File: config.mk
export PLATFORM = sky130hd
export DESIGN_NAME = amsi_modem_if
export DESIGN_NICKNAME = d
export VERILOG_FILES = /design/src/rtl/amsi_pkg.sv /design/src/rtl/amsi_modem_if.sv
export SDC_FILE = /design/constraint.sdc
export NUM_CORES = 1
export LEC_CHECK = 0
export BUFFER_PORTS_ARGS = -buffer_cell sky130_fd_sc_hd__buf_2
export CORE_ASPECT_RATIO = 1.2
export CORE_MARGIN = 5
export CORE_UTILIZATION = 35
export CTS_CLUSTER_DIAMETER = 30
export DETAILED_ROUTE_END_ITERATION = 10
export PLACE_DENSITY = 0.53
export SETUP_SLACK_MARGIN = 0.1
export SLEW_MARGIN = 40
export SYNTH_ARGS = -nofsm -noshare
export SYNTH_HDL_FRONTEND = slang
export SYNTH_SLANG_ARGS = --single-unit
File: constraint.sdc
create_clock -name ref_clk -period 2.8 [get_ports ref_clk]
set_input_delay 0.14 -clock ref_clk [delete_from_list [all_inputs] [get_ports ref_clk]]
set_output_delay 0.14 -clock ref_clk [all_outputs]
set_load 0.02 [all_outputs]
File: src/rtl/amsi_pkg.sv
package amsi_pkg;

    // Register indices on the plain register port.
    localparam logic [1:0] amsi_rx_csr_addr = 2'h0;
    localparam logic [1:0] amsi_rx_buf_addr = 2'h1;
    localparam logic [1:0] amsi_tx_csr_addr = 2'h2;
    localparam logic [1:0] amsi_tx_buf_addr = 2'h3;

    // Receiver control/status field positions.
    localparam int amsi_pos_line_change = 15;
    localparam int amsi_pos_ring = 14;
    localparam int amsi_pos_cts = 13;
    localparam int amsi_pos_carrier = 12;
    localparam int amsi_pos_rev_rx = 10;
    localparam int amsi_pos_dsr = 9;
    localparam int amsi_pos_rx_avail = 7;
    localparam int amsi_pos_rx_ie = 6;
    localparam int amsi_pos_lc_ie = 5;
    localparam int amsi_pos_rev_tx = 3;
    localparam int amsi_pos_rts = 2;
    localparam int amsi_pos_dtr = 1;

    // Receive buffer field positions.
    localparam int amsi_pos_err_any = 15;
    localparam int amsi_pos_overrun = 14;
    localparam int amsi_pos_framing = 13;
    localparam int amsi_pos_parity = 12;

    // Transmit control/status field positions.
    localparam int amsi_pos_tx_free = 7;
    localparam int amsi_pos_tx_ie = 6;
    localparam int amsi_pos_break = 0;

    // Parameter field positions and reset values.
    localparam int amsi_pos_par_type = 5;
    localparam int amsi_pos_par_on = 4;
    localparam int amsi_pos_len_hi = 3;
    localparam int amsi_pos_len_lo = 2;
    localparam logic [7:0] amsi_param_reset = 8'h0c;
    localparam logic [15:0] amsi_zero_word = 16'h0000;

    // Serial timing: bit time in reference clocks, sample at the middle.
    localparam int amsi_clk_hz = 10000000;
    localparam int amsi_baud = 9600;
    localparam logic [11:0] amsi_bit_cycles =
        12'(amsi_clk_hz / amsi_baud);
    localparam logic [11:0] amsi_half_cycles =
        12'(amsi_clk_hz / amsi_baud / 2);

    // Modem inputs, grouped.
    typedef struct packed {
        logic ring;
        logic cts;
        logic carrier;
        logic rev_rx;
        logic dsr;
    } amsi_modem_in_type;

    // Modem control outputs, grouped.
    typedef struct packed {
        logic rev_tx;
        logic rts;
        logic dtr;
    } amsi_modem_out_type;

    // Serial engine states.
    typedef enum logic [3:0] {
        amsi_idle = 4'b0001,
        amsi_start = 4'b0010,
        amsi_data = 4'b0100,
        amsi_stop = 4'b1000
    } amsi_state_type;

endpackage : amsi_pkg
File: src/rtl/amsi_modem_if.sv
// Contract
// - Bit 10 shows reverse channel, space=1.
// - Bit 9 mirrors ready; change flags.
// - Received character sets bit 7, interrupt.
// - Buffer access or init clears available.
// - Bit 5 enables line-change interrupt.
// - Bit 3 drives reverse channel space.
// - Bit 2 drives request to send.
// - Bit 1 drives data terminal ready.
// - Buffer bit 15 ORs error bits.
// - Error clears when cause goes away.
// - New character before clear sets overrun.
// - Missing stop bit sets framing flag.
// - Parity mismatch flagged, zero if off; 8-bit characters never take parity, so nothing is checked or flagged for them.
// - Character right-justified, init keeps data.
// - Parity bit placed above character.
// - Transmit free flag and its interrupt.
// - Break bit sends continuous space.
// - Programmed reset forces async, clears flags.
// - Modem line changes set line-change flag; ring sets it only when it comes on, not when it goes off.
// - Two-bit field selects 5 to 8 bits.
//
// Chosen here: the register addresses and the address-and-strobe port.
module amsi_modem_if
    import amsi_pkg::*;
(
    input wire logic ref_clk,
    input wire logic rst_b,
    input wire logic bus_init,
    input wire logic prog_reset,
    input wire logic [1:0] reg_addr,
    input wire logic [15:0] reg_wdata,
    input wire logic reg_wr,
    input wire logic reg_rd,
    output logic [15:0] reg_rdata,
    input wire logic [7:0] line_param,
    input wire amsi_modem_in_type modem_in,
    input wire logic serial_rx,
    output logic serial_tx,
    output amsi_modem_out_type modem_out,
    output logic sync_mode,
    output logic rx_irq,
    output logic tx_irq
);

    // Three-stage synchronisers for all pin inputs; stage 0 feeds stage 1 only.
    logic [5:0] pin_s0;
    logic [5:0] pin_s1;
    logic [5:0] pin_s2;
    // Filtered pin levels, updated when stages 1 and 2 agree.
    logic [5:0] pin_q;
    // Bus-initialise or programmed reset, both clear the flags.
    logic init_any;
    // Control bits written by software.
    logic rx_irq_enable;
    logic line_change_irq_enable;
    logic reverse_channel_tx_bit;
    logic rts_bit;
    logic dtr_bit;
    logic tx_irq_enable;
    logic break_bit;
    // Status flags.
    logic line_change_flag;
    logic rx_char_available;
    logic tx_buffer_free;
    logic overrun_flag;
    logic framing_flag;
    logic parity_flag;
    // Received character word.
    logic [7:0] rx_data;
    // Receiver engine.
    amsi_state_type rx_state;
    logic [11:0] rx_cnt;
    logic [3:0] rx_bits;
    logic [8:0] rx_shift;
    logic rx_done_pulse;
    logic rx_parity_bad;
    // Transmitter engine.
    amsi_state_type tx_state;
    logic [11:0] tx_cnt;
    logic [3:0] tx_bits;
    logic [8:0] tx_shift;
    logic tx_pending;
    logic [7:0] tx_hold;
    // Decoded line parameters.
    logic [3:0] char_len;
    logic parity_on;
    logic [3:0] frame_bits;
    // Register-port decodes.
    logic rd_rx_csr;
    logic rd_rx_buf;
    logic wr_tx_buf;
    logic [4:0] line_now;
    logic [4:0] line_prev;

    // Decodes the character length field into a bit count.
    function automatic logic [3:0] len_of(input logic [1:0] code);
        len_of = 4'h5 + {2'h0, code};
    endfunction

    // Builds the parity of a character under the length mask.
    function automatic logic par_of(input logic [8:0] bits,
                                    input logic [3:0] n);
        logic p;
        p = 1'b0;
        for (int i = 0; i < 9; i++) begin
            if (4'(i) < n) begin
                p = p ^ bits[i];
            end
        end
        par_of = p;
    endfunction

    // Decodes the length parameter and parity enable.
    assign char_len = len_of(line_param[amsi_pos_len_hi:amsi_pos_len_lo]);
    assign parity_on = line_param[amsi_pos_par_on] & (char_len != 4'h8);
    assign frame_bits = char_len + {3'h0, parity_on};
    assign init_any = bus_init | prog_reset;
    assign rd_rx_csr = reg_rd & (reg_addr == amsi_rx_csr_addr);
    assign rd_rx_buf = (reg_rd | reg_wr) & (reg_addr == amsi_rx_buf_addr);
    assign wr_tx_buf = reg_wr & (reg_addr == amsi_tx_buf_addr);
    assign line_now = pin_q[4:0];

    // Synchronises the modem lines and serial data, three flip-flops deep.
    genvar g;
    generate
        for (g = 0; g < 6; g++) begin : g_sync
            always_ff @(posedge ref_clk or negedge rst_b) begin
                if (!rst_b) begin
                    pin_s0[g] <= 1'b1;
                    pin_s1[g] <= 1'b1;
                    pin_s2[g] <= 1'b1;
                    pin_q[g] <= 1'b1;
                end else begin
                    pin_s0[g] <= (g == 5) ? serial_rx : modem_in[g];
                    pin_s1[g] <= pin_s0[g];
                    pin_s2[g] <= pin_s1[g];
                    if (pin_s1[g] == pin_s2[g]) begin
                        pin_q[g] <= pin_s2[g];
                    end
                end
            end
        end
    endgenerate

    // Keeps the previous modem line levels for change detection.
    always_ff @(posedge ref_clk or negedge rst_b) begin
        if (!rst_b) begin
            line_prev <= 5'h1f;
        end else begin
            line_prev <= line_now;
        end
    end

    // Synchronous mode is never set; reset and programmed reset force async.
    always_ff @(posedge ref_clk or negedge rst_b) begin
        if (!rst_b) begin
            sync_mode <= 1'b0;
        end else if (prog_reset) begin
            sync_mode <= 1'b0;
        end
    end

    // Software-written control bits, all cleared by initialise.
    always_ff @(posedge ref_clk or negedge rst_b) begin
        if (!rst_b) begin
            rx_irq_enable <= 1'b0;
            line_change_irq_enable <= 1'b0;
            reverse_channel_tx_bit <= 1'b0;
            rts_bit <= 1'b0;
            dtr_bit <= 1'b0;
            tx_irq_enable <= 1'b0;
            break_bit <= 1'b0;
        end else if (init_any) begin
            rx_irq_enable <= 1'b0;
            line_change_irq_enable <= 1'b0;
            reverse_channel_tx_bit <= 1'b0;
            rts_bit <= 1'b0;
            dtr_bit <= 1'b0;
            tx_irq_enable <= 1'b0;
            break_bit <= 1'b0;
        end else if (reg_wr && reg_addr == amsi_rx_csr_addr) begin
            rx_irq_enable <= reg_wdata[amsi_pos_rx_ie];
            line_change_irq_enable <= reg_wdata[amsi_pos_lc_ie];
            reverse_channel_tx_bit <= reg_wdata[amsi_pos_rev_tx];
            rts_bit <= reg_wdata[amsi_pos_rts];
            dtr_bit <= reg_wdata[amsi_pos_dtr];
        end else if (reg_wr && reg_addr == amsi_tx_csr_addr) begin
            tx_irq_enable <= reg_wdata[amsi_pos_tx_ie];
            break_bit <= reg_wdata[amsi_pos_break];
        end
    end

    // Line-change flag: a change wins over the clearing read.
    always_ff @(posedge ref_clk or negedge rst_b) begin
        if (!rst_b) begin
            line_change_flag <= 1'b0;
        end else if (init_any) begin
            line_change_flag <= 1'b0;
        end else if ((line_now[3:0] != line_prev[3:0]) ||
                     (line_now[4] && !line_prev[4])) begin
            line_change_flag <= 1'b1;
        end else if (rd_rx_csr) begin
            line_change_flag <= 1'b0;
        end
    end

    // Receiver engine: start, data plus parity, stop, sampled mid-bit.
    always_ff @(posedge ref_clk or negedge rst_b) begin
        if (!rst_b) begin
            rx_state <= amsi_idle;
            rx_cnt <= 12'h000;
            rx_bits <= 4'h0;
            rx_shift <= 9'h000;
        end else begin
            case (rx_state)
                amsi_idle: begin
                    rx_bits <= 4'h0;
                    rx_cnt <= amsi_half_cycles;
                    if (!pin_q[5]) begin
                        rx_state <= amsi_start;
                    end
                end
                amsi_start: begin
                    // Confirms the start bit at its middle.
                    if (rx_cnt == 12'h000) begin
                        rx_cnt <= amsi_bit_cycles;
                        rx_state <= pin_q[5] ? amsi_idle : amsi_data;
                    end else begin
                        rx_cnt <= rx_cnt - 12'h001;
                    end
                end
                amsi_data: begin
                    // Stores each bit LSB first at its own index, so the word is already right-aligned.
                    if (rx_cnt == 12'h000) begin
                        rx_cnt <= amsi_bit_cycles;
                        rx_shift[rx_bits] <= pin_q[5];
                        rx_bits <= rx_bits + 4'h1;
                        if (rx_bits + 4'h1 == frame_bits) begin
                            rx_state <= amsi_stop;
                        end
                    end else begin
                        rx_cnt <= rx_cnt - 12'h001;
                    end
                end
                amsi_stop: begin
                    if (rx_cnt == 12'h000) begin
                        rx_state <= amsi_idle;
                    end else begin
                        rx_cnt <= rx_cnt - 12'h001;
                    end
                end
                default: begin
                    rx_state <= amsi_idle;
                end
            endcase
        end
    end

    // A character is complete at the middle of its stop bit.
    assign rx_done_pulse = (rx_state == amsi_stop) && (rx_cnt == 12'h000);
    assign rx_parity_bad = parity_on &&
        (par_of(rx_shift, frame_bits) != !line_param[amsi_pos_par_type]);

    // Receive buffer: data kept through init, parity bit above character.
    always_ff @(posedge ref_clk or negedge rst_b) begin
        if (!rst_b) begin
            rx_data <= 8'h00;
        end else if (rx_done_pulse) begin
            for (int i = 0; i < 8; i++) begin
                rx_data[i] <= (4'(i) < frame_bits) ? rx_shift[i] : 1'b0;
            end
        end
    end

    // Receive status flags; a new character wins over a clearing access.
    always_ff @(posedge ref_clk or negedge rst_b) begin
        if (!rst_b) begin
            rx_char_available <= 1'b0;
            overrun_flag <= 1'b0;
            framing_flag <= 1'b0;
            parity_flag <= 1'b0;
        end else if (init_any) begin
            rx_char_available <= 1'b0;
            overrun_flag <= 1'b0;
            framing_flag <= 1'b0;
            parity_flag <= 1'b0;
        end else if (rx_done_pulse) begin
            rx_char_available <= 1'b1;
            overrun_flag <= rx_char_available && !rd_rx_buf;
            framing_flag <= !pin_q[5];
            parity_flag <= rx_parity_bad;
        end else if (rd_rx_buf) begin
            rx_char_available <= 1'b0;
            overrun_flag <= 1'b0;
            framing_flag <= 1'b0;
            parity_flag <= 1'b0;
        end else if (!parity_on) begin
            parity_flag <= 1'b0;
        end
    end

    // Transmit holding register and ready flag.
    always_ff @(posedge ref_clk or negedge rst_b) begin
        if (!rst_b) begin
            tx_buffer_free <= 1'b1;
            tx_pending <= 1'b0;
            tx_hold <= 8'h00;
        end else if (init_any) begin
            tx_buffer_free <= 1'b1;
            tx_pending <= 1'b0;
        end else if (wr_tx_buf && tx_buffer_free) begin
            tx_hold <= reg_wdata[7:0];
            tx_pending <= 1'b1;
            tx_buffer_free <= 1'b0;
        end else if (tx_pending && tx_state == amsi_idle && !break_bit) begin
            tx_pending <= 1'b0;
            tx_buffer_free <= 1'b1;
        end
    end

    // Transmitter engine: start, data plus parity, one stop bit.
    always_ff @(posedge ref_clk or negedge rst_b) begin
        if (!rst_b) begin
            tx_state <= amsi_idle;
            tx_cnt <= 12'h000;
            tx_bits <= 4'h0;
            tx_shift <= 9'h000;
        end else if (init_any) begin
            // Initialise abandons a frame so the line returns to mark.
            tx_state <= amsi_idle;
        end else begin
            case (tx_state)
                amsi_idle: begin
                    if (tx_pending && !break_bit && !init_any) begin
                        tx_shift <= {1'b0, tx_hold};
                        tx_shift[char_len] <= parity_on ?
                            (par_of({1'b0, tx_hold}, char_len) ^
                             !line_param[amsi_pos_par_type]) :
                            tx_hold[char_len[2:0]];
                        tx_cnt <= amsi_bit_cycles;
                        tx_bits <= 4'h0;
                        tx_state <= amsi_start;
                    end
                end
                amsi_start, amsi_data: begin
                    if (tx_cnt == 12'h000) begin
                        tx_cnt <= amsi_bit_cycles;
                        if (tx_state == amsi_data) begin
                            tx_bits <= tx_bits + 4'h1;
                        end
                        if (tx_state == amsi_data &&
                            tx_bits + 4'h1 == frame_bits) begin
                            tx_state <= amsi_stop;
                        end else begin
                            tx_state <= amsi_data;
                        end
                    end else begin
                        tx_cnt <= tx_cnt - 12'h001;
                    end
                end
                amsi_stop: begin
                    if (tx_cnt == 12'h000) begin
                        tx_state <= amsi_idle;
                    end else begin
                        tx_cnt <= tx_cnt - 12'h001;
                    end
                end
                default: begin
                    tx_state <= amsi_idle;
                end
            endcase
        end
    end

    // Line driver: break forces space, otherwise start, data or mark.
    always_ff @(posedge ref_clk or negedge rst_b) begin
        if (!rst_b) begin
            serial_tx <= 1'b1;
        end else if (break_bit) begin
            serial_tx <= 1'b0;
        end else begin
            case (tx_state)
                amsi_start: serial_tx <= 1'b0;
                amsi_data: serial_tx <= tx_shift[tx_bits];
                default: serial_tx <= 1'b1;
            endcase
        end
    end

    // Modem control outputs and level interrupt requests.
    always_ff @(posedge ref_clk or negedge rst_b) begin
        if (!rst_b) begin
            modem_out <= '0;
            rx_irq <= 1'b0;
            tx_irq <= 1'b0;
        end else begin
            modem_out.rev_tx <= reverse_channel_tx_bit;
            modem_out.rts <= rts_bit;
            modem_out.dtr <= dtr_bit;
            rx_irq <= (rx_char_available & rx_irq_enable) |
                (line_change_flag & line_change_irq_enable);
            tx_irq <= tx_buffer_free & tx_irq_enable;
        end
    end

    // Read data, valid in the cycle after the read strobe.
    always_ff @(posedge ref_clk or negedge rst_b) begin
        if (!rst_b) begin
            reg_rdata <= amsi_zero_word;
        end else if (reg_rd) begin
            reg_rdata <= amsi_zero_word;
            case (reg_addr)
                amsi_rx_csr_addr: begin
                    reg_rdata[amsi_pos_line_change] <= line_change_flag;
                    reg_rdata[amsi_pos_ring] <= line_now[4];
                    reg_rdata[amsi_pos_cts] <= line_now[3];
                    reg_rdata[amsi_pos_carrier] <= line_now[2];
                    reg_rdata[amsi_pos_rev_rx] <= line_now[1];
                    reg_rdata[amsi_pos_dsr] <= line_now[0];
                    reg_rdata[amsi_pos_rx_avail] <= rx_char_available;
                    reg_rdata[amsi_pos_rx_ie] <= rx_irq_enable;
                    reg_rdata[amsi_pos_lc_ie] <= line_change_irq_enable;
                    reg_rdata[amsi_pos_rev_tx] <= reverse_channel_tx_bit;
                    reg_rdata[amsi_pos_rts] <= rts_bit;
                    reg_rdata[amsi_pos_dtr] <= dtr_bit;
                end
                amsi_rx_buf_addr: begin
                    reg_rdata[amsi_pos_err_any] <= overrun_flag |
                        framing_flag | parity_flag;
                    reg_rdata[amsi_pos_overrun] <= overrun_flag;
                    reg_rdata[amsi_pos_framing] <= framing_flag;
                    reg_rdata[amsi_pos_parity] <= parity_flag;
                    reg_rdata[7:0] <= rx_data;
                end
                amsi_tx_csr_addr: begin
                    reg_rdata[amsi_pos_tx_free] <= tx_buffer_free;
                    reg_rdata[amsi_pos_tx_ie] <= tx_irq_enable;
                    reg_rdata[amsi_pos_break] <= break_bit;
                end
                default: begin
                    reg_rdata <= amsi_zero_word;
                end
            endcase
        end else begin
            reg_rdata <= amsi_zero_word;
        end
    end

endmodule // amsi_modem_if

Word-level counts from Yosys, hierarchy flattened. Index checks and enable logic that the tools add are counted.

Register bits after elaboration: 139. Input bits: 38.

Add/sub/neg operators: 6. Order comparisons: 23. Eq/ne operators: 37. Mux-type cells: 131. Bitwise logic cells: 29. Reductions and logical operators: 45.

Operators by type and width (count): $mux 1 (91); $pmux 12 s3 (2); $mux 12 (5); $mux 4 (14); $lt 3x4->1 const A (8); $logic_not 12->1 (2); $pmux 4 s2 (3); $sub 12x1->12 const B (2); $ne 2x2->1 const B (10); $bwmux 9 (2); $lt 1x4->1 const A (4); $lt 2x4->1 const A (4); $mux 16 (1); $pmux 4 s4 (1); $xor 1x1->1 (16); $lt 4x5->1 const B (3); $reduce_bool 3->1 (5); $logic_and 1x1->1 (14); $pmux 4 s3 (1); $reduce_and 2->1 (5); $reduce_and 5->1 (2); $add 4x1->4 const B (2); $demux 1 s4 (2); $eq 4x1->1 const B (2); other kinds (36) (70).

Longest topological paths before layout. Gate-level depths: netlist of run 1.

Depth after elaboration: 44. Mapped depth: 10. Gate-level depth less buffers: 8.

Worst setup path after synthesis of run 1. Ideal clock, no wire load.

Path type: register to register. From: register rx_cnt[0]. To: register rx_shift[7]. Library setup time: 127 ps. Arrival: 2317 ps. Data required time: 2673 ps. Slack: 355 ps. Stages on the path, launching flop included: 10. Path buffers: 1. Cells stage by stage: dfrtp_1 > inv_1 > ha_1 > or4b_1 > clkbuf_1 > nor4b_4 > nand3_1 > nor3b_2 > nand2_1 > mux2_1.

Longest elaborated chain between the ends: 2.

RTL lines: from (decl) (line amsi_modem_if.sv:73) `logic [11:0] rx_cnt;`; from (signal assigned) (line amsi_modem_if.sv:219) `rx_cnt <= amsi_half_cycles;`; from (signal assigned) (line amsi_modem_if.sv:227) `rx_cnt <= amsi_bit_cycles;`; from (signal assigned) (line amsi_modem_if.sv:230) `rx_cnt <= rx_cnt - 12'h001;`; $logic_not 12->1 (line amsi_modem_if.sv:235) `if (rx_cnt == 12'h000) begin`; $reduce_and 2->1 (no line); to (signal, indexed assignment) (line amsi_modem_if.sv:237) `rx_shift[rx_bits] <= pin_q[5];`; to (decl) (line amsi_modem_if.sv:75) `logic [8:0] rx_shift;`.

Every way passes these cells. A chain may end at the register's enable or synchronous reset.

Worst setup path after layout of run 1. Same ends and word-level chain as after synthesis.

==> results.txt, run 1 <==
Synth Area per Inst: 10.5 sq um
Pleak: 3.44 nW
DRC Markers: 0
Wirelength per Cell: 15.3 microns
Worst hold path type: input pin to flop
Sequential share of power: 0.454
Total gr overflow: 0
Dominant cell type by area after synthesis: dfrtp_1
Max-cap violations: 0
Number of cells after detailed placement: 914
Synthesized area: 6640 sq um
RSZ-0062 raised after global routing: no
Place WS: 137 ps
Yosys Warn Count: 0
Share of cells above drive strength 1: 0.235
CTS tree: done
Seq/Total Area, Yosys: 0.523
Startpoint types: flop
End of the worst register-to-register path: rx_shift[7]$_DFFE_PN0P_
Switch share: 0.258
Initial core utilization: 0.353
Final Net Count: 746
Antenna viol nets, final: 0
Finished Cell Area: 7910 sq um
Layout Skew: 8.36 ps
#FFs+latches synth: 137
Reg-to-reg slack, setup: 270 ps
Drt total wl: 14.7 mm
Vias in the first global route: 4904
Die Y: 161 microns
WP data required: 3100 ps
Antenna Cells: 0
Area share of the largest cell type after synthesis: 0.392
Clk slew on worst S/H paths: 60 ps
Final Max Tran Viols: 0
Clock root buffer: clkbuf_16
Final HPWL from detailed placement: 10.6 mm
WP data arrival: 2830 ps
Port bufs: 45
Post-synth EDFFs: 0
Post-place instance area: 7180 sq um
Initial antenna violation count: 0
Int Pwr: 3.55 mW
Final Setup Violations: 0
First-pass GRT wire length: 24.5 mm
CP Launch Point: rx_cnt[0]$_DFFE_PN0P_
Reg2Reg Depth: 9
GPL Wtd Cong: 0.817
Final Non-Filler Cells: 959
Pwr Density: 606 nW/um^2
P_sw: 1.24 mW
CTS max path bufs: 2
Setup TNS: 0 ps
Fin crit period: 2530 ps
Top_reg_cell synth: dfrtp_1
Final Hold Fails: 0
Pre-antenna DRT Iters: 4
Combinational share of power: 0.090
Clock power frac: 0.457
Drt initial violations: 274
Netlist cell types: 69
Area Overhead vs Synth: 19.2%
Die area: 21800 sq um
Critical path class: flop to flop
Syn Inst Count: 630
Vias/cell: 5.10
Hold Path Depth: 2
Worst slew pin tran: 706 ps
Maximum number of pins on one net before global-route repair: 89
Clk_lat worst skew: 420 ps
Achievable Freq: 394 MHz
GR Util All Layers: 0.141
Width of the chip: 136 microns
Max IR drop VDD: 0.422 mV
Worst-path fanout max: 7
Async set or reset register ratio after synthesis: 1.00
Final Core Density: 0.421
Core ar.: 18800 sq um
H-Tree Depth: 4
Final worst slack: 265 ps
Inserted Clock Buffers: 17
Reg2reg start: rx_cnt[0]$_DFFE_PN0P_
CP Capture Type: flop
IO Pins: 61
Relative slew slack: 0.526
Row Count: 55
Crit path to: rx_shift[7]$_DFFE_PN0P_
Final worst-path cycle share: 0.905
Synth area leaders: dfrtp_1 39%, dfstp_2 13%, mux2_2 3.9%
Status: completed
Vias: 4887
CTS Sinks: 137
-- stage by stage --
step	hold WS, ps	power (mW)
2_1_floorplan	-156	2.46
3_3_place_gp	247	2.61
3_5_place_dp	246	2.63
4_1_cts	9.71	4.86
5_1_grt	17.2	5.02
6_report	26.1	4.79
-- critical path: stages, from the launching register on --
cell and delay, ps:
dfrtp_1 400, inv_1 80, ha_2 200, or4b_4 490, nor4b_4 250, buf_4 180, nand3_1 110, nor3b_4 280
nand2_1 100, mux2_1 320
-- power groups by stage --
stage / clock [mW] / sequential, mW / combinational (mW)
6_report: 2.19 / 2.18 / 0.429
5_1_grt: 2.35 / 2.19 / 0.477
4_1_cts: 2.25 / 2.18 / 0.433
3_5_place_dp: 0 / 2.21 / 0.416
3_3_place_gp: 0 / 2.21 / 0.403
2_1_floorplan: 0 / 2.19 / 0.270
-- cells in the final DEF, fill, tap and decap left out, types with 16 or more instances in the layout --
cell type,instances
nand3_1,21
dfstp_2,33
mux2_2,23
a21oi_1,30
dfrtp_1,104
nor2_1,45
nand2_1,65
clkbuf_16,17
inv_1,16
nor3_1,17
o21ai_0,44
buf_2,44
ha_1,16
-- Yosys cell counts (9+ instances only) --
| library cell | count |
|---|---|
| dfstp_2 | 33 |
| mux2_2 | 23 |
| nor2b_1 | 11 |
| nand2_1 | 65 |
| dfrtp_1 | 104 |
| nand3_1 | 21 |
| clkbuf_1 | 26 |
| a21oi_1 | 30 |
| nor3_1 | 17 |
| ha_1 | 17 |
| xnor2_1 | 15 |
| nand2b_1 | 9 |
| nor2_1 | 45 |
| o21ai_0 | 44 |
| inv_1 | 16 |
-- state kept, by name, summed over array words and instances (netlist names), 3 cells and up --
register   flops
reg_rdata     14
rx_cnt        12
tx_cnt        12
rx_shift       9
tx_shift       9
rx_data        8
tx_hold        8
pin_s0         6
pin_s1         6
pin_s2         6
line_now       5
line_prev      5
rx_bits        4
rx_state       4
tx_bits        4
tx_state       4
modem_out      3
-- final cells by class --
cell class | instances | area (sq um)
repair buffers | 72 | 477
clock buffers | 17 | 425
fillers | 1781 | 10900
multi-input cells | 446 | 3000
well taps | 256 | 320
flip-flops and latches | 137 | 3470
inverters | 16 | 60.1
clock inverters | 15 | 160
-- worst min-delay path by stage --
stage                             from                     end  slack, ps
after floorplan                  rst_b   break_bit$_DFFE_PN0P_       -160
after global placement     modem_in[3]     pin_s0[3]$_DFF_PN1_        250
after detailed placement   modem_in[3]     pin_s0[3]$_DFF_PN1_        250
after CTS                 reg_wdata[6]  tx_hold[6]$_DFFE_PN0P_         10
after global routing      reg_wdata[3]  tx_hold[3]$_DFFE_PN0P_         20
final                     reg_wdata[2]  tx_hold[2]$_DFFE_PN0P_         30
-- routing by layer --
| metal | GRT usage | vias up | part of all wire |
|---|---|---|---|
| li1 | - | 2366 | - |
| met1 | 0.172 | 2413 | 0.44 |
| met2 | 0.236 | 82 | 0.51 |
| met3 | 0.0313 | 26 | 0.030 |
| met4 | 0.0646 | 0 | 0.025 |
| met5 | 0 | - | 0 |
-- kinds of logic after synthesis --
group | count (synthesis) | synth area share
AND/OR/NAND/NOR | 221 | 0.173
AO/OA/AOI/OAI | 137 | 0.128
flip-flops | 137 | 0.523
buffers and inverters | 49 | 0.0298
multiplexers | 37 | 0.0684
adder cells (fa/ha/maj) | 24 | 0.0441
XOR/XNOR | 24 | 0.0337
other | 1 | 0.000565
-- repair_timing --
item                                    CTS  global route
resized for setup                         0             3
endpoints found under the setup margin    0            24
setup buffers                             0             2
hold buffers                             11             0
endpoints found under the hold margin    71             0
(Power assumes the default switching activity.)
==> run 2, diff against run 1 <==
--- a/config.mk
+++ b/config.mk
@@ -11,6 +11,7 @@
 export CORE_UTILIZATION = 35
 export CTS_CLUSTER_DIAMETER = 30
 export DETAILED_ROUTE_END_ITERATION = 10
+export GPL_TIMING_DRIVEN = 0
 export PLACE_DENSITY = 0.53
 export SETUP_SLACK_MARGIN = 0.1
 export SLEW_MARGIN = 40
==> results.txt, run 2 (same netlist as run 1, synthesis figures left out) <==
Status: completed
Die area: 21800 sq um
Worst slew pin tran: 733 ps
Number of cells after detailed placement: 934
CTS tree: done
P_sw: 1.25 mW
Clk_lat worst skew: 420 ps
Pleak: 3.49 nW
Port bufs: 44
Pre-antenna DRT Iters: 5
Wirelength per Cell: 15.4 microns
Top reg by flops: reg_rdata
DRC Markers: 0
Achievable Freq: 386 MHz
Initial core utilization: 0.353
Final Core Density: 0.427
Critical path class: flop to flop
Slowest-stage cell, CP: or4b_1
Combinational share of power: 0.092
Startpoint types: flop
Number of fill cells: 1803
Final worst-path cycle share: 0.926
Total gr overflow: 0
Worst hold endpoint: tx_hold[3]$_DFFE_PN0P_
Reg-to-reg slack, setup: 210 ps
Vias/cell: 5.03
Final worst slack: 206 ps
IO Pins: 61
Int Pwr: 3.47 mW
Max reg flops: 14
Drt initial violations: 299
M2 GR Usage: 0.251
CTS Sinks: 137
Core ar.: 18800 sq um
Final Hold Fails: 0
Layout Skew: 8.22 ps
Sequential share of power: 0.460
Final Non-Filler Cells: 985
Clock power frac: 0.448
Hold Path Depth: 2
CP Capture Type: flop
Met3 usage: 0.0326
Die Y: 161 microns
Final Max Tran Viols: 0
Most common cell after layout, fill and taps aside: dfrtp_1
Final Setup Violations: 0
First-pass GRT wire length: 25.5 mm
CP peak stage delay: 430 ps
Footprint of the multi-input gates: 3020 sq um
GR Util All Layers: 0.146
Register area: 3470 sq um
Antenna Cells: 0
Vias in the first global route: 5004
Row Count: 55
Largest registers: reg_rdata: 14 flops, rx_cnt: 12 flops, tx_cnt: 12 flops
H-Tree Depth: 4
Antenna viol nets, final: 0
Final Net Count: 772
WP data arrival: 2890 ps
Fin crit period: 2590 ps
Met1 usage: 0.179
Max-cap violations: 0
Final HPWL from detailed placement: 10.9 mm
Clk slew on worst S/H paths: 60 ps
Clock root buffer: clkbuf_16
Worst hold path type: input pin to flop
Switch share: 0.266
Hold path start: reg_wdata[3]
Relative slew slack: 0.508
Commonest cells after routing, fill and taps aside: 104 x dfrtp_1, 65 x nand2_1, 46 x buf_2, 45 x nor2_1, 44 x o21ai_0
CTS max path bufs: 2
Drt total wl: 15.2 mm
Worst-path fanout max: 5
Max IR drop VDD: 0.451 mV
Maximum number of pins on one net before global-route repair: 74
Reg2Reg Depth: 10
Width of the chip: 136 microns
Place WS: -75.7 ps
Reg2reg start: rx_cnt[0]$_DFFE_PN0P_
CP cell instances: inv_2 > ha_4 > or4b_1 > buf_4 > nor4b_4 > buf_6 > nand3_1 > nor3b_2 > nand2_1 > mux2_1
RSZ-0062 raised after global routing: yes
Global routing's busiest layer: met2
Area Overhead vs Synth: 21.0%
Inserted Clock Buffers: 17
End of the worst register-to-register path: rx_shift[7]$_DFFE_PN0P_
Pwr Density: 588 nW/um^2
GPL Wtd Cong: 0.857
Vias: 4958
WP data required: 3100 ps
Share of cells above drive strength 1: 0.232
Initial antenna violation count: 0
Pwr Total: 4.72 mW
Fin Hold WS: 17.5 ps
run 2: how the worst max path moves through the flow:
| stage | from | cells after the start | slack [ps] | endpoint |
|---|---|---|---|---|
| floorplan | rx_cnt[0]$_DFFE_PN0P_ | 9 | 360 | rx_shift[7]$_DFFE_PN0P_ |
| global placement | rst_b | 1 | -290 | rx_cnt[6]$_DFFE_PN0P_ |
| detailed placement | rx_cnt[0]$_DFFE_PN0P_ | 9 | -80 | rx_cnt[6]$_DFFE_PN0P_ |
| CTS | rx_cnt[0]$_DFFE_PN0P_ | 10 | 130 | rx_shift[7]$_DFFE_PN0P_ |
| finish | rx_cnt[0]$_DFFE_PN0P_ | 10 | 210 | rx_shift[7]$_DFFE_PN0P_ |
| global route | rx_cnt[1]$_DFFE_PN0P_ | 10 | 100 | rx_shift[7]$_DFFE_PN0P_ |
run 2: timing repair:
item	in CTS	in global routing
hold endpoints to repair	83	0
hold buffers	12	0
endpoints found under the setup margin	34	31
setup buffers	5	1
gates resized for setup	5	12
cloned	1	0
pin swaps	3	4
run 2: layer usage:
metal,share of wire,vias up
met5,0,-
met4,0.020,0
met3,0.034,22
met2,0.52,94
met1,0.43,2426
li1,-,2416
run 2: power groups by stage:
stage | clock network [mW] | registers [mW] | logic [mW]
global placement | 0 | 2.21 | 0.396
detailed placement | 0 | 2.21 | 0.419
global route | 2.27 | 2.19 | 0.484
finish | 2.12 | 2.17 | 0.432
CTS | 2.18 | 2.17 | 0.437
floorplan | 0 | 2.19 | 0.270
run 2: final cells by class:
cell class | count | area share
inverters | 16 | 0.00748
well taps | 256 | 0.0399
multi-input cells | 446 | 0.376
repair buffers | 65 | 0.0572
clock buffers | 17 | 0.0530
clock inverters | 15 | 0.0160
plain buffers | 33 | 0.0185
flip-flops and latches | 137 | 0.432
run 2: metrics by stage:
stage,TNS [ps],area [sq um]
final,0,8030
after floorplan,0,6650
after detailed placement,-674,7260
after global routing,0,8030
after global placement,-28590,7190
after CTS,0,8000
run 2: critical path, delay by kind of cell, from the launching register on:
kind | cells | cell delay (ps)
multiplexers | 1 | 320
AND/OR/NAND/NOR | 5 | 1210
buffers and inverters | 3 | 410
flip-flops | 1 | 390
adder cells (fa/ha/maj) | 1 | 140
==> run 3, diff against run 2 <==
--- a/config.mk
+++ b/config.mk
@@ -12,8 +12,9 @@
 export CTS_CLUSTER_DIAMETER = 30
 export DETAILED_ROUTE_END_ITERATION = 10
 export GPL_TIMING_DRIVEN = 0
-export PLACE_DENSITY = 0.53
+export PLACE_DENSITY = 0.55
 export SETUP_SLACK_MARGIN = 0.1
+export SKIP_LAST_GASP = 1
 export SLEW_MARGIN = 40
 export SYNTH_ARGS = -nofsm -noshare
 export SYNTH_HDL_FRONTEND = slang
==> constraint.sdc (replaced) <==
create_clock -name ref_clk -period 2.3 [get_ports ref_clk]
set_input_delay 0.115 -clock ref_clk [delete_from_list [all_inputs] [get_ports ref_clk]]
set_output_delay 0.115 -clock ref_clk [all_outputs]
set_load 0.02 [all_outputs]
==> results.txt, run 3 (same netlist as run 1, synthesis figures left out) <==
Crit path to: rx_shift[7]$_DFFE_PN0P_
Failing checks: negative setup slack
Max reg flops: 14
Max-cap violations: 0
Initial antenna violation count: 0
Pleak: 3.69 nW
Worst slew pin tran: 787 ps
Register area: 3470 sq um
Clock root buffer: clkbuf_16
Final worst-path cycle share: 1.07
Inserted Clock Buffers: 17
H-Tree Depth: 4
Wirelength per Cell: 15.7 microns
Critical path class: flop to flop
Clk slew on worst S/H paths: 60 ps
Status: finished with violations
Pwr Density: 706 nW/um^2
Final HPWL from detailed placement: 11.0 mm
CTS Sinks: 137
Maximum number of pins on one net before global-route repair: 60
Reg2Reg Depth: 10
Worst-path fanout max: 4
RSZ-0062 raised after global routing: yes
Row Count: 55
Commonest cells after routing, fill and taps aside: 104 x dfrtp_1, 64 x nand2_1, 45 x buf_2, 39 x nor2_1, 33 x dfstp_2
Footprint of the multi-input gates: 3240 sq um
Final Core Density: 0.455
Drt initial violations: 246
Share of cells above drive strength 1: 0.306
DRC Markers: 0
Max IR drop VDD: 0.485 mV
Core ar.: 18800 sq um
Largest registers: reg_rdata: 14 flops, rx_cnt: 12 flops, tx_cnt: 12 flops
CP Capture Type: flop
Width of the chip: 136 microns
Final Hold Fails: 0
Achievable Freq: 406 MHz
Number of fill cells: 1721
WP data required: 2600 ps
Worst hold path type: input pin to flop
Drt total wl: 15.8 mm
Startpoint types: flop
Final worst slack: -164 ps
Final Non-Filler Cells: 1005
Most common cell after layout, fill and taps aside: dfrtp_1
Reg2reg start: rx_cnt[1]$_DFFE_PN0P_
Clk_lat worst skew: 420 ps
Layout Skew: 5.58 ps
Total gr overflow: 0
CTS max path bufs: 2
Final Setup Violations: 30
Initial core utilization: 0.353
Hold path start: reg_wdata[3]
Vias: 5142
CTS tree: done
Die Y: 161 microns
Top reg by flops: reg_rdata
Vias in the first global route: 5151
Reg-to-reg slack, setup: -160 ps
IO Pins: 61
Antenna viol nets, final: 0
Fin crit period: 2460 ps
WP data arrival: 2770 ps
Number of cells after detailed placement: 934
Port bufs: 44
Vias/cell: 5.12
Pre-antenna DRT Iters: 6
Relative slew slack: 0.472
GPL Wtd Cong: 0.888
CP Launch Point: rx_cnt[1]$_DFFE_PN0P_
Final Net Count: 792
Antenna Cells: 0
First-pass GRT wire length: 25.7 mm
Die area: 21800 sq um
End of the worst register-to-register path: rx_shift[7]$_DFFE_PN0P_
Final Max Tran Viols: 0
GR Util All Layers: 0.147
Area Overhead vs Synth: 28.8%
run 3: cell types whose count changed in the layout (fill, tap and decap cells not counted), moves of 4 or more:
| cell | previous run | this run |
|---|---|---|
| a21oi_1 | 30 | 25 |
| a21oi_2 | 0 | 4 |
| buf_4 | 9 | 25 |
| buf_6 | 2 | 7 |
| buf_8 | 1 | 6 |
| clkbuf_1 | 24 | 18 |
| inv_8 | 4 | 0 |
| nor2_1 | 45 | 39 |
| o21ai_0 | 44 | 31 |
| o21ai_1 | 7 | 19 |
run 3: worst min-delay path by stage:
stage	cells after the start	endpoint
6_report	2	tx_hold[3]$_DFFE_PN0P_
5_1_grt	2	tx_hold[3]$_DFFE_PN0P_
4_1_cts	3	dtr_bit$_DFFE_PN0P_
3_5_place_dp	1	modem_out[0]$_DFF_PN0_
3_3_place_gp	1	pin_s0[0]$_DFF_PN1_
2_1_floorplan	0	break_bit$_DFFE_PN0P_
run 3: repair_timing:
| item | in CTS | in global routing |
|---|---|---|
| pin swaps | 19 | 12 |
| resized for setup | 56 | 46 |
| hold endpoints to repair | 117 | 0 |
| cloned | 3 | 0 |
| hold buffers | 12 | 0 |
| setup buffers | 18 | 8 |
| endpoints found under the setup margin | 66 | 58 |
run 3: through the flow:
step	setup WS, ps	power (mW)	hold slack (ps)	TNS [ps]	instance area, sq um
6_report	-164	6.03	17.3	-2750	8550
5_1_grt	-285	6.28	9.45	-6730	8550
4_1_cts	-221	6.10	2.09	-4100	8350
3_5_place_dp	-530	3.20	3.97	-21330	7270
3_3_place_gp	-773	3.18	221	-97740	7190
2_1_floorplan	-130	2.99	-181	-1220	6650
run 3: routing by layer:
| layer | track usage | up-vias | part of all wire |
|---|---|---|---|
| li1 | - | 2458 | - |
| met1 | 0.173 | 2538 | 0.41 |
| met2 | 0.256 | 114 | 0.53 |
| met3 | 0.0323 | 32 | 0.033 |
| met4 | 0.0665 | 0 | 0.027 |
| met5 | 0 | - | 0 |
run 3: power breakdown:
group | switching (mW) | internal (mW)
clock | 1.09 | 1.73
sequential | 0.0929 | 2.55
combinational | 0.302 | 0.276
run 3: worst max-delay path, cell delays in order, from the launching register on:
cell     delay (ps)
dfrtp_1         390
inv_2            70
ha_4            120
or4b_4          460
buf_8           140
nor4b_4         230
buf_6           170
nand3_4          70
nor3b_4         260
nand2_1         120
mux2_4          310
run 3: layout make-up:
type | count | share of cell area
Multi-Input combinational cell | 446 | 0.380
Tap cell | 256 | 0.0375
Clock inverter | 15 | 0.0217
Clock buffer | 17 | 0.0498
Inverter | 16 | 0.00703
Timing Repair Buffer | 87 | 0.0764
Sequential cell | 137 | 0.406
Buffer | 31 | 0.0222
